**config.mk**
```make
export PLATFORM = sky130hd
export DESIGN_NAME = dma_sync_ctrl
export DESIGN_NICKNAME = d
export VERILOG_FILES = /design/src/pkg/dma_sync_pkg.sv /design/src/rtl/xfer_buffer.sv /design/src/rtl/dma_sync_ctrl.sv
export SDC_FILE = /design/constraint.sdc
export NUM_CORES = 1
export LEC_CHECK = 0
export ABC_AREA = 1
export BUFFER_PORTS_ARGS = -buffer_cell sky130_fd_sc_hd__buf_2
export CAP_MARGIN = 20
export CORE_UTILIZATION = 55
export CTS_CLUSTER_DIAMETER = 150
export DETAILED_ROUTE_END_ITERATION = 12
export HOLD_SLACK_MARGIN = 0.1
export PLACE_DENSITY = 0.81
export REMOVE_ABC_BUFFERS = 1
export SYNTH_ARGS = -nofsm -noshare
export SYNTH_HDL_FRONTEND = slang
export SYNTH_SLANG_ARGS = --single-unit
```
**constraint.sdc**
```tcl
create_clock -name core_clk -period 13.2 [get_ports core_clk]
set_input_delay 1.32 -clock core_clk [delete_from_list [all_inputs] [get_ports core_clk]]
set_output_delay 1.32 -clock core_clk [all_outputs]
set_load 0.005 [all_outputs]
```
**src/pkg/dma_sync_pkg.sv**
```systemverilog
// Shared types and constants for the DMA channel sync controller.
// Assumes one clock domain (core_clk, 200 MHz) and asynchronous active-high reset.
package dma_sync_pkg;

    // ************************************************************
    // Sync modes
    // ************************************************************
    localparam logic [1:0] SYNC_NONE = 2'h0;
    localparam logic [1:0] SYNC_SRC = 2'h1;
    localparam logic [1:0] SYNC_DST = 2'h2;
    localparam logic [1:0] SYNC_BOTH = 2'h3;

    localparam int INT_SRC_WIDTH = 4;
    localparam int DATA_WIDTH = 32;
    localparam int ADDR_WIDTH = 24;
    localparam int BUF_DEPTH = 2;

    // ************************************************************
    // Carriers
    // ************************************************************
    // One word moving from the read phase to the write phase
    typedef struct packed {
        logic [ADDR_WIDTH-1:0] addr;
        logic [DATA_WIDTH-1:0] data;
    } xfer_word_t;

    // Memory access request toward the arbiter
    typedef struct packed {
        logic req;
        logic [ADDR_WIDTH-1:0] addr;
        logic [DATA_WIDTH-1:0] data;
    } mem_req_t;

    // Busy flags of the higher-priority pipeline units
    typedef struct packed {
        logic execute;
        logic read;
        logic decode;
        logic fetch;
    } unit_busy_t;

    typedef enum logic [2:0] {
        ST_IDLE,
        ST_WAIT_RD_INT,
        ST_READ,
        ST_WAIT_WR_INT,
        ST_WRITE
    } phase_t;

endpackage : dma_sync_pkg

```
**src/rtl/xfer_buffer.sv**
```systemverilog
// Two-entry valid/ready buffer between the read and write phases.
// Assumes a single clock; both sides may stall independently.
module xfer_buffer
    import dma_sync_pkg::*;
#(
    parameter int DEPTH = BUF_DEPTH
) (
    input wire logic core_clk,
    input wire logic rst,
    input wire logic inValid,
    output logic inReady,
    input wire xfer_word_t inWord,
    output logic outValid,
    input wire logic outReady,
    output xfer_word_t outWord
);

    initial begin
        if (DEPTH != 2) $error("xfer_buffer supports DEPTH of 2 only");
    end

    typedef struct packed {
        xfer_word_t [1:0] mem;
        logic rdPtr;
        logic wrPtr;
        logic [1:0] count;
    } buf_state_t;

    buf_state_t state_q;
    buf_state_t state_d;
    logic push;
    logic pop;

    // ************************************************************
    // Next state
    // ************************************************************
    // Full and empty derive from the count, so they never lie
    always_comb begin
        state_d = state_q;
        push = inValid && (state_q.count != 2'h2);
        pop = outReady && (state_q.count != 2'h0);
        if (push) begin
            state_d.mem[state_q.wrPtr] = inWord;
            state_d.wrPtr = ~state_q.wrPtr;
        end
        if (pop) begin
            state_d.rdPtr = ~state_q.rdPtr;
        end
        if (push && !pop) begin
            state_d.count = state_q.count + 2'h1;
        end else if (pop && !push) begin
            state_d.count = state_q.count - 2'h1;
        end
    end

    always_ff @(posedge core_clk or posedge rst) begin
        if (rst) begin
            state_q <= '0;
        end else begin
            state_q <= state_d;
        end
    end

    assign inReady = (state_q.count != 2'h2);
    assign outValid = (state_q.count != 2'h0);
    assign outWord = state_q.mem[state_q.rdPtr];

endmodule : xfer_buffer

```
**src/rtl/dma_sync_ctrl.sv**
```systemverilog
// DMA channel sync controller: gates read and write phases on interrupts.
// Assumes inputs synchronous to core_clk; memory grants come from the arbiter.
// Word storage between phases is the two-entry xfer_buffer.

// Contract
// RL1: Mode 00 moves data whenever no conflict
// RL2: Mode 00 ignores every interrupt
// RL3: Masking never alters the interrupt enable bits
// RL4: Mode 01 holds read until enabled interrupt
// RL5: Mode 01 masks interrupts after trigger
// RL6: Mode 10 reads at once, ignoring interrupts
// RL7: Mode 10 holds write until enabled interrupt
// RL8: Mode 11 starts read on enabled interrupt
// RL9: Mode 11 writes on next enabled interrupt
// RL10: Channel yields to all pipeline units
// RL11: Masking released after synchronized write
module dma_sync_ctrl
    import dma_sync_pkg::*;
#(
    parameter int INT_WIDTH = INT_SRC_WIDTH
) (
    input wire logic core_clk,
    input wire logic rst,
    input wire logic [1:0] syncMode,
    input wire logic [INT_WIDTH-1:0] intEnable,
    input wire logic [INT_WIDTH-1:0] intPending,
    input wire logic start,
    input wire logic [ADDR_WIDTH-1:0] srcAddr,
    input wire logic [ADDR_WIDTH-1:0] dstAddr,
    input wire unit_busy_t unitBusy,
    output mem_req_t rdReq,
    input wire logic rdDone,
    input wire logic [DATA_WIDTH-1:0] rdData,
    output mem_req_t wrReq,
    input wire logic wrDone,
    output logic intMasked,
    output logic [INT_WIDTH-1:0] intEnableView,
    output logic busy,
    output logic xferDone
);

    initial begin
        if (INT_WIDTH < 1 || INT_WIDTH > 32) $error("INT_WIDTH out of range");
    end

    // ************************************************************
    // Helpers
    // ************************************************************
    // Enabled interrupt seen, ignoring the global mask
    function automatic logic enabledInt(input logic [INT_WIDTH-1:0] en,
                                        input logic [INT_WIDTH-1:0] pend);
        enabledInt = |(en & pend);
    endfunction : enabledInt

    // Any higher-priority pipeline unit holds the memory
    function automatic logic cpuBlocks(input unit_busy_t b);
        cpuBlocks = b.execute | b.read | b.decode | b.fetch;
    endfunction : cpuBlocks

    typedef struct packed {
        phase_t phase;
        logic [1:0] mode;
        logic masked;
        logic rdIssued;
        logic wrIssued;
        logic [ADDR_WIDTH-1:0] dstAddr;
        mem_req_t rdReq;
        mem_req_t wrReq;
        logic busy;
        logic done;
        logic [INT_WIDTH-1:0] enView;
    } ctrl_state_t;

    ctrl_state_t state_q;
    ctrl_state_t state_d;

    logic bufInValid;
    logic bufInReady;
    xfer_word_t bufInWord;
    logic bufOutValid;
    logic bufOutReady;
    xfer_word_t bufOutWord;
    logic intHit;
    logic blocked;

    // ************************************************************
    // Word buffer between phases
    // ************************************************************
    // A stalled write phase loses nothing; the read waits for room
    xfer_buffer #(
        .DEPTH(BUF_DEPTH)
    ) u_buf (
        .core_clk(core_clk),
        .rst(rst),
        .inValid(bufInValid),
        .inReady(bufInReady),
        .inWord(bufInWord),
        .outValid(bufOutValid),
        .outReady(bufOutReady),
        .outWord(bufOutWord)
    );

    assign bufInValid = state_q.rdIssued && rdDone;
    assign bufInWord = '{addr: state_q.dstAddr, data: rdData};
    assign bufOutReady = state_q.wrIssued && wrDone;

    // Interrupt seen only while not globally masked; enables untouched
    assign intHit = !state_q.masked && enabledInt(intEnable, intPending);
    assign blocked = cpuBlocks(unitBusy); // RL10

    // ************************************************************
    // Phase sequencing
    // ************************************************************
    always_comb begin
        state_d = state_q;
        state_d.done = 1'b0;
        state_d.enView = intEnable; // RL3
        case (state_q.phase)
            ST_IDLE: begin
                if (start) begin
                    state_d.mode = syncMode;
                    state_d.dstAddr = dstAddr;
                    state_d.busy = 1'b1;
                    state_d.rdReq.addr = srcAddr;
                    case (syncMode)
                        SYNC_NONE: begin
                            state_d.masked = 1'b1; // RL2
                            state_d.phase = ST_READ; // RL1
                        end
                        SYNC_DST: begin
                            state_d.masked = 1'b1; // RL6
                            state_d.phase = ST_READ; // RL6
                        end
                        default: begin
                            // Source and both: open for the trigger
                            state_d.masked = 1'b0;
                            state_d.phase = ST_WAIT_RD_INT; // RL4 RL8
                        end
                    endcase
                end
            end
            ST_WAIT_RD_INT: begin
                if (intHit) begin
                    // RL5: source mode locks out further interrupts
                    state_d.masked = (state_q.mode == SYNC_SRC);
                    state_d.phase = ST_READ; // RL4 RL8
                end
            end
            ST_READ: begin
                // Issue only when no CPU unit contends and buffer has room
                if (!state_q.rdIssued && !blocked && bufInReady) begin
                    state_d.rdReq.req = 1'b1; // RL10
                    state_d.rdIssued = 1'b1;
                end else if (state_q.rdIssued) begin
                    state_d.rdReq.req = 1'b0;
                end
                if (state_q.rdIssued && rdDone) begin
                    state_d.rdIssued = 1'b0;
                    state_d.rdReq.req = 1'b0;
                    if (state_q.mode == SYNC_NONE || state_q.mode == SYNC_SRC) begin
                        state_d.phase = ST_WRITE; // RL1
                    end else begin
                        state_d.masked = 1'b0; // RL7 RL9
                        state_d.phase = ST_WAIT_WR_INT;
                    end
                end
            end
            ST_WAIT_WR_INT: begin
                if (intHit) begin
                    state_d.masked = 1'b1;
                    state_d.phase = ST_WRITE; // RL7 RL9
                end
            end
            ST_WRITE: begin
                if (!state_q.wrIssued && !blocked && bufOutValid) begin
                    state_d.wrReq.req = 1'b1; // RL10
                    state_d.wrReq.addr = bufOutWord.addr;
                    state_d.wrReq.data = bufOutWord.data;
                    state_d.wrIssued = 1'b1;
                end else if (state_q.wrIssued) begin
                    state_d.wrReq.req = 1'b0;
                end
                if (state_q.wrIssued && wrDone) begin
                    state_d.wrIssued = 1'b0;
                    state_d.wrReq.req = 1'b0;
                    // Unsynchronized mode keeps ignoring interrupts
                    state_d.masked = (state_q.mode == SYNC_NONE); // RL11
                    state_d.busy = 1'b0;
                    state_d.done = 1'b1;
                    state_d.phase = ST_IDLE;
                end
            end
            default: begin
                state_d.phase = ST_IDLE;
            end
        endcase
    end

    always_ff @(posedge core_clk or posedge rst) begin
        if (rst) begin
            state_q <= '0;
        end else begin
            state_q <= state_d;
        end
    end

    // ************************************************************
    // Outputs
    // ************************************************************
    // All straight from flip-flops
    assign rdReq = state_q.rdReq;
    assign wrReq = state_q.wrReq;
    assign intMasked = state_q.masked;
    assign intEnableView = state_q.enView;
    assign busy = state_q.busy;
    assign xferDone = state_q.done;

endmodule : dma_sync_ctrl

```
== Word-level counts from Yosys, hierarchy flattened ==
Cells that the tools add are included.

* Register bits after elaboration: 236
* Input bits: 99

* Add/subtract/negate cells: 2
* Magnitude comparators: 3
* Eq/ne operators: 13
* Multiplexer cells: 35
* Bitwise operators: 6
* Reduce and logical (&&, ||, !) cells: 41

{| class="wikitable"
|+ Operators by type and width
! operator !! count
|-
| $mux W56 || 3
|-
| $bwmux W112 || 1
|-
| $demux W56 S1 || 1
|-
| $mux W1 || 16
|-
| $mux W3 || 5
|-
| $pmux W3 S5 || 1
|-
| $logic_and A1 B1 Y1 || 12
|-
| $reduce_and A2 Y1 || 6
|-
| $mux W2 || 5
|-
| $ne A2 B2 Y1 const B || 5
|-
| $reduce_bool A2 Y1 || 5
|-
| $reduce_and A7 Y1 || 1
|-
| $eq A3 B2 Y1 const B || 2
|-
| $logic_not A1 Y1 || 6
|-
| $mux W6 || 1
|-
| $reduce_bool A3 Y1 || 2
|-
| $pmux W1 S5 || 1
|-
| $reduce_and A5 Y1 || 1
|-
| $reduce_bool A5 Y1 || 1
|-
| $and A4 B4 Y4 || 1
|-
| $logic_not A2 Y1 || 2
|-
| $lt A1 B2 Y1 const B || 2
|-
| $ne A2 B1 Y1 const B || 2
|-
| $reduce_or A4 Y1 || 1
|-
| other kinds (14) || 17
|}

== Depth between registers and ports, before layout ==
Gate-level depths: netlist of the first run.

* Depth in word-level cells: 9
* Mapped depth: 9

== Cells and area by module ==
From an unflattened synthesis of the first run, not the netlist that was laid out.

* Cell total of the unflattened synthesis: 1366
* Area, all modules: 11233.3 sq um

{| class="wikitable"
|+ By module, submodules not included
! module !! times used !! cells an instance !! area an instance (sq um)
|-
| dma_sync_ctrl || 1 || 658 || 5714.2
|-
| xfer_buffer || 1 || 708 || 5519.0
|}

== Least setup slack after synthesis of the first run ==
No wires, ideal clock.

* Path kind: input to register
* Start point: in wrDone
* End point: reg u_buf.state_q[1] in the netlist's numbering
* Setup time: 0.131 ns
* Arrival time: 2.243 ns
* Required time: 13.069 ns
* Slack: 10.826 ns
* Stages on the path: 7
* Path through: nand2_1 -> nor2_1 -> inv_1 -> ha_1 -> a21oi_1 -> o21ai_0 -> xor2_1

* Cells in the longest elaborated chain, start to end: 5

{| class="wikitable"
|+ RTL lines
! what !! RTL line !! RTL
|-
| from (decl) || dma_sync_ctrl.sv:35 || <nowiki>input wire logic wrDone,</nowiki>
|-
| $logic_and A1 B1 Y1 (*) || dma_sync_ctrl.sv:105 || <nowiki>assign bufOutReady = state_q.wrIssued && wrDone;</nowiki>
|-
| $logic_and A1 B1 Y1 (*) || xfer_buffer.sv:41 || <nowiki>pop = outReady && (state_q.count != 2'h0);</nowiki>
|-
| $logic_not A1 Y1 || xfer_buffer.sv:49 || <nowiki>if (push && !pop) begin</nowiki>
|-
| $logic_and A1 B1 Y1 || xfer_buffer.sv:49 ||
|-
| $mux W2 or $reduce_bool A2 Y1 (tied branches) || - ||
|-
| to (signal assigned) || xfer_buffer.sv:60 || <nowiki>state_q <= state_d;</nowiki>
|-
| to (decl) || xfer_buffer.sv:29 || <nowiki>buf_state_t state_q;</nowiki>
|}

Mark *: on every way between the ends. The rest lies on a longest branch, timed or not.
A chain may end at the register's enable or synchronous reset.

== Final worst setup path of the first run ==
* Start point: in unitBusy[1] in the netlist's numbering
* End point: reg state_q (netlist bit wrReq[29])

* Cells in the longest elaborated chain, start to end: 6

{| class="wikitable"
|+ RTL lines
! what !! RTL line !! RTL
|-
| from (decl) || dma_sync_ctrl.sv:30 || <nowiki>input wire unit_busy_t unitBusy,</nowiki>
|-
| $or A1 B1 Y1 (2 in a row) || dma_sync_ctrl.sv:57 || <nowiki>cpuBlocks = b.execute | b.read | b.decode | b.fetch;</nowiki>
|-
| $logic_not A1 Y1 || dma_sync_ctrl.sv:175 || <nowiki>if (!state_q.wrIssued && !blocked && bufOutValid) begin</nowiki>
|-
| $logic_and A1 B1 Y1 (2 in a row) || dma_sync_ctrl.sv:175 ||
|-
| $reduce_and A2 Y1 (no line) || - ||
|-
| to (signal assigned) || dma_sync_ctrl.sv:203 || <nowiki>state_q <= state_d;</nowiki>
|-
| to (decl) || dma_sync_ctrl.sv:74 || <nowiki>ctrl_state_t state_q;</nowiki>
|}

Every way passes these cells.

==> results_dict.tcl, run 1 <==
set metrics [dict create \
    run_status "completed" \
    worst-path-max-fanout 59 \
    syn2layout_area_growth_pct 11.1 \
    yosysTopAreaCell "dfrtp_1" \
    grt_usage 0.213 \
    core_area_um2 18700 \
    synth_area_leaders "dfrtp_1 56%, nand2_1 15%, buf_4 8.7%, o21ai_0 7.1%, mux2_2 6.0%" \
    clk-insertion-delay-late_ns 0.51 \
    synth_fa_ha_area_frac 0.00119 \
    dp_hpwl_um 12000 \
    antenna_left 0 \
    max_freq_mhz 284 \
    synth_area_per_cell_um2 9.27 \
    antenna_cells 0 \
    pin_count 220 \
    yosys.area_share.simple 0.161 \
    synth_cells 1129 \
    final-setup-viol-count 0 \
    dieArea_um2 19600 \
    hp-class "flop to flop" \
    tritoncts "yes" \
    ys_types 24 \
    route.vias.total 7219 \
    initial_utilization 0.560 \
    setup.worst_path.start_class "input pin" \
    synth-compound-area-share 0.0737 \
    drc 0 \
    port_buffers 187 \
    peakVddDrop_uv 198 \
    routed_wl_um 20400 \
    synth_xor_area_frac 0.00251 \
    final_common_cell "nand2_1" \
    tns_ns 0 \
    rows 50 \
    mostFrequentLayoutCells "404 x nand2_1, 235 x dfrtp_1, 187 x buf_2" \
    yosys_warnings 0 \
    layout.nets 1311 \
    maxCapViolCount 0 \
    firstDrtPassIters 6 \
    cp.arrival_ns 3.96 \
    synth_top_area_frac 0.564 \
    cts_buffer_depth 3 \
    final.setup_skew_ns 0.0142 \
    endpoint_kind "flop" \
    worstMarginPinSlew_ns 1.12 \
    relSlewSlack 0.252 \
    post_cts_resized 0 \
    drv_slew 0 \
    cts_max_level 1 \
    period_share 0.267 \
    path_class "input pin to flop" \
    hold_depth 2 \
    hold_violations 0 \
    clkTransAtPathRegs_ns 0.06 \
    synthesis.area_um2 10500 \
    synth_top_family_by_area "simple AND/OR/NAND/NOR gates" \
    die_x_um 140 \
    postLayoutCoreUtil 0.622 \
    grt_antenna_before_repair 0 \
    p_leak_nw 6.43 \
    grt_pass1_vias 6952 \
    drive_above_1_share 0.245 \
    detail_route.wl_per_cell_um 14.0 \
    power_density_nw_per_um2 208 \
    grt_overflow 0 \
    worstRegToRegCells 7 \
    period_needed_ns 3.52 \
    holdBufCountCts 0 \
    ys_ff_latch 236 \
    finalWeightedCongestion 0.815 \
    grt_max_degree 155 \
    grt_pass1_wl_um 33800 \
    post_cts_buffers 0 \
    cts_made_buffers 25 \
    cts_sinks 236 \
    drt_iter0_markers 552 \
    rsz0062_at_grt "no" \
    clockRootBuffer "clkbuf_16" \
    via_per_inst 4.94 \
    fp.dieH_um 140 \
    required_ns 13.64 \
    synthMuxAreaShare 0.0602 \
    ys_seq_area_frac 0.564 \
]
-- through the flow --
stage | hold slack (ns) | worst slack (ns) | power (W) | instances | area (um^2)
floorplan | 0.448 | 5.41 | 0.00152 | 990 | 9430
global placement | 0.458 | 9.30 | 0.00170 | 1413 | 10700
detailed placement | 0.461 | 9.17 | 0.00173 | 1413 | 10700
CTS | 0.477 | 9.65 | 0.00243 | 1457 | 11500
global route | 0.491 | 9.46 | 0.00259 | 1462 | 11600
finish | 0.472 | 9.68 | 0.00242 | 1462 | 11600
-- power breakdown --
part	leakage [nW]	internal [W]	switching, W
sequential	3.10	0.000964	0.000120
combinational	2.93	0.000281	0.000368
clock	0.402	0.000417	0.000270
-- critical path, stage by stage --
cell and delay (ns):
buf_2 0.10, nor2_1 0.21, nand4_4 0.80, inv_2 1.21
nand2_1 0.18, nand2_1 0.12
-- final timing paths --
| path | start | to | slack, ns |
|---|---|---|---|
| hold / removal | wrReq[18] | wrReq[18] | 0.47 |
| setup reg to reg | state_q[149] | wrReq[29] | 9.90 |
| max in group asynchronous | rst | u_buf.state_q[3] | 11.47 |
| setup / recovery | unitBusy[1] | wrReq[29] | 9.68 |
| hold reg to reg | wrReq[18] | wrReq[18] | 0.47 |
| min in group asynchronous | rst | u_buf.state_q[78] | 0.77 |
-- synth_stat cells --
cell	number
nand2_1	406
dfrtp_1	236
o21ai_0	149
buf_4	122
inv_1	72
mux2_2	56
clkbuf_1	22
buf_2	21
nand3_1	13
nor2_1	9
buf_6	5
a21oi_1	3
nor2_2	3
xor2_1	2
a31oi_1	1
conb_1	1
ha_1	1
inv_2	1
nand2_4	1
nand3_2	1
nand4_2	1
nor2_4	1
o21ai_1	1
xnor2_1	1
-- sequential cells by signal (all words and copies together) (netlist names) --
signal and cells:
bufInWord 24, xferDone 1, state_q 7, u_buf.state_q 116, wrReq 57, intEnableView 4
rdReq 25, intMasked 1, busy 1
-- metal layers --
layer | vias to the layer above | part of all wire | wire (um) | track usage
met3 | 21 | 0.068 | 1380 | 0.0448
met2 | 210 | 0.47 | 9660 | 0.345
met5 | - | 0 | 0 | 0
met1 | 3431 | 0.45 | 9130 | 0.295
met4 | 0 | 0.012 | 238 | 0.0492
li1 | 3557 | - | - | -
-- logic make-up after synthesis --
family | count (synthesis)
AOI/OAI and AO/OA | 154
xor gates and xnor gates | 3
adders and majority gates | 1
buffers and inverters | 243
DFF | 236
muxes | 56
other | 1
and+or+nand+nor | 435
-- area by class of cell --
class,count,area [um^2]
Clock buffer,40,772
Clock inverter,4,47.5
Fill cell,1566,7070
Inverter,73,282
Multi-Input combinational cell,681,3270
Sequential cell,236,5910
Tap cell,234,293
Timing Repair Buffer,194,1070
(Power assumes the default switching activity.)
==> run 2, diff against run 1 <==
ABC_AREA = 0   (was 1)
CORE_UTILIZATION = 49   (was 55)
PLACE_DENSITY = 0.77   (was 0.81)
clock period = 2.92 ns   (was 13.2 ns; I/O delays follow)
==> run 2 against run 1 <==
  * Global-route usage fell by 2.3 points
  * Design area rose by 7.0%
  * Largest cell class unchanged
  * Register-to-register slack got worse by 9.1 ns
  * Wire length fell by 1.9%
  * Non-clock buffer count rose by 91
  * Core utilization fell by 1.3 points
  * Sequential power rose to 5.4 times the previous value
  * Worst setup slack got worse by 8.8 ns
  * Synthesized cell count fell by 30%
  * Critical path type is now flop to flop
  * Via count fell by 13%
==> results_dict.tcl, run 2 <==
set metrics [dict create \
    cp.arrival_ns 2.50 \
    firstDrtPassIters 4 \
    cpMaxStageDelayCell "dfrtp_1" \
    required_ns 3.35 \
    routed_wl_um 20000 \
    grt_usage 0.189 \
    mostFrequentLayoutCells "235 x dfrtp_1, 187 x buf_2, 163 x mux2_2" \
    pin_count 220 \
    crit_buf_inv 1 \
    synth_area_leaders "dfrtp_1 57%, mux2_2 18%, buf_4 8.6%, mux2i_1 5.4%, a21oi_1 3.0%" \
    power_density_nw_per_um2 1020 \
    largest_register_ffs 116 \
    cts_made_buffers 25 \
    detail_route.wl_per_cell_um 15.8 \
    die_x_um 147 \
    relSlewSlack 0.437 \
    endpoint_kind "flop" \
    initial_utilization 0.504 \
    path_class "flop to flop" \
    cts_max_level 1 \
    synth.most_common_cell "dfrtp_1" \
    rows 52 \
    clk-insertion-delay-late_ns 0.51 \
    final.setup_skew_ns 0.00880 \
    grt_pass1_vias 6601 \
    fp.dieH_um 147 \
    ys_ff_latch 236 \
    crit_chain "nor2_2 -> nand2_1 -> nor4_4 -> buf_4 -> nor2_1 -> a21oi_1" \
    post_cts_resized 0 \
    layout.nets 1077 \
    rsz0062_at_grt "no" \
    setup.worst_path.start_class "flop" \
    yosys_warnings 0 \
    tritoncts "yes" \
    worstMarginPinSlew_ns 0.844 \
    synthArstFlopShare 1.00 \
    drive_above_1_share 0.407 \
    p_leak_nw 5.99 \
    run_status "completed" \
    synth_top_area_frac 0.574 \
    cts_buffer_depth 3 \
    peakVddDrop_uv 588 \
    multi_input_area_um2 3440 \
    period_share 0.710 \
    synthesis.area_um2 10300 \
    drc 0 \
    synth-edff-count 0 \
    crit_path_max_incr_delay_ns 0.53 \
    power_w 0.0127 \
    clkTransAtPathRegs_ns 0.06 \
    max_freq_mhz 483 \
    period_needed_ns 2.07 \
    port_buffers 187 \
    synth_cells 791 \
    ys_types 40 \
    regMostFlops "u_buf.state_q" \
    maxCapViolCount 0 \
    drt_iter0_markers 142 \
    drv_slew 0 \
    ys_top_cells_by_count "236 x dfrtp_1, 163 x mux2_2, 118 x buf_4, 67 x nor2_1, 61 x a21oi_1" \
    core_area_um2 20400 \
    synth_area_per_cell_um2 13.0 \
    antenna_left 0 \
    clockRootBuffer "clkbuf_16" \
    path_delay_family "simple AND/OR/NAND/NOR gates" \
    ys_seq_area_frac 0.574 \
    postLayoutCoreUtil 0.609 \
    syn2layout_area_growth_pct 20.9 \
    synth_top_flop_cell "dfrtp_1" \
    dp_hpwl_um 11800 \
    dieArea_um2 21600 \
    hold_violations 0 \
    via_per_inst 4.98 \
    finalWeightedCongestion 0.796 \
    antenna_cells 0 \
    cts_sinks 236 \
    final_common_cell "dfrtp_1" \
    worst-path-max-fanout 42 \
    grt_antenna_before_repair 0 \
    nFillCells 1576 \
    final-setup-viol-count 0 \
    grt_pass1_wl_um 33100 \
    seqCellArea_um2 5910 \
    route.vias.total 6296 \
    grt_overflow 0 \
    yosysTopAreaCell "dfrtp_1" \
    hp-class "input pin to flop" \
    grt_max_degree 97 \
]
-- run 2: power breakdown --
| part | internal (W) | switching [W] |
|---|---|---|
| clock | 0.00183 | 0.00121 |
| combinational | 0.00225 | 0.00157 |
| sequential | 0.00484 | 0.00100 |
| total | 0.00892 | 0.00379 |
-- run 2: path summary, 6_finish.rpt --
check / startpoint / end / slack [ns] / depth (start not counted)
max: state_q[149] / wrReq[11] / 0.85 / 6
min: start / state_q[149] / 0.19 / 4
max reg2reg: state_q[149] / wrReq[11] / 0.85 / 6
min reg2reg: u_buf.state_q[1] / u_buf.state_q[1] / 0.48 / 1
max in group asynchronous: rst / u_buf.state_q[71] / 1.66 / 4
min in group asynchronous: rst / u_buf.state_q[5] / 0.45 / 3
-- run 2: cell type report --
cell class,instances,area share
Tap cell,270,0.0271
Clock buffer,43,0.0637
Multi-Input combinational cell,425,0.276
Sequential cell,236,0.475
Timing Repair Buffer,285,0.156
Clock inverter,1,0.000704
Inverter,4,0.00181
-- run 2: cell families (layout without fill, tap and decap cells) --
group           after synthesis  count (layout)  synth area share
other cells                   1              32          0.000364
xor+xnor                      5               5           0.00425
mux                         219             219             0.233
compound gates               76              76            0.0412
simple gates                 92              92            0.0406
buf+inv                     161             333             0.106
fa+ha+maj                     1               1           0.00122
flops                       236             236             0.574
-- run 2: per-stage QoR --
step / setup slack [ns] / area [um^2] / setup TNS [ns] / std cells / hold slack, ns
2_1_floorplan: -3.85 / 9340 / -1135.19 / 665 / 0.323
3_3_place_gp: 0.935 / 10800 / 0 / 1132 / 0.414
3_5_place_dp: 0.877 / 10800 / 0 / 1132 / 0.417
4_1_cts: 0.858 / 12400 / 0 / 1264 / 0.178
5_1_grt: 0.669 / 12400 / 0 / 1264 / 0.213
6_report: 0.848 / 12400 / 0 / 1264 / 0.192
-- run 2: worst reg2reg max path, delay by kind of cell (launching register included) --
family,cells,cell delay [ns]
AND/OR/NAND/NOR,4,0.86
AO/OA/AOI/OAI,1,0.15
buffers and inverters,1,0.45
flip-flops,1,0.53
-- run 2: layer usage --
layer | part of all wire | routed length (um) | GRT usage | vias up
met3 | 0.060 | 1210 | 0.0363 | 33
met2 | 0.48 | 9680 | 0.321 | 215
met1 | 0.44 | 8790 | 0.250 | 3108
li1 | - | - | - | 2940
met4 | 0.017 | 344 | 0.0474 | 0
met5 | 0 | 0 | 0 | -
-- run 2: timing repair --
item,in CTS,in global routing
buffers inserted,0,0
hold buffers,88,0
hold endpoints to repair,213,0
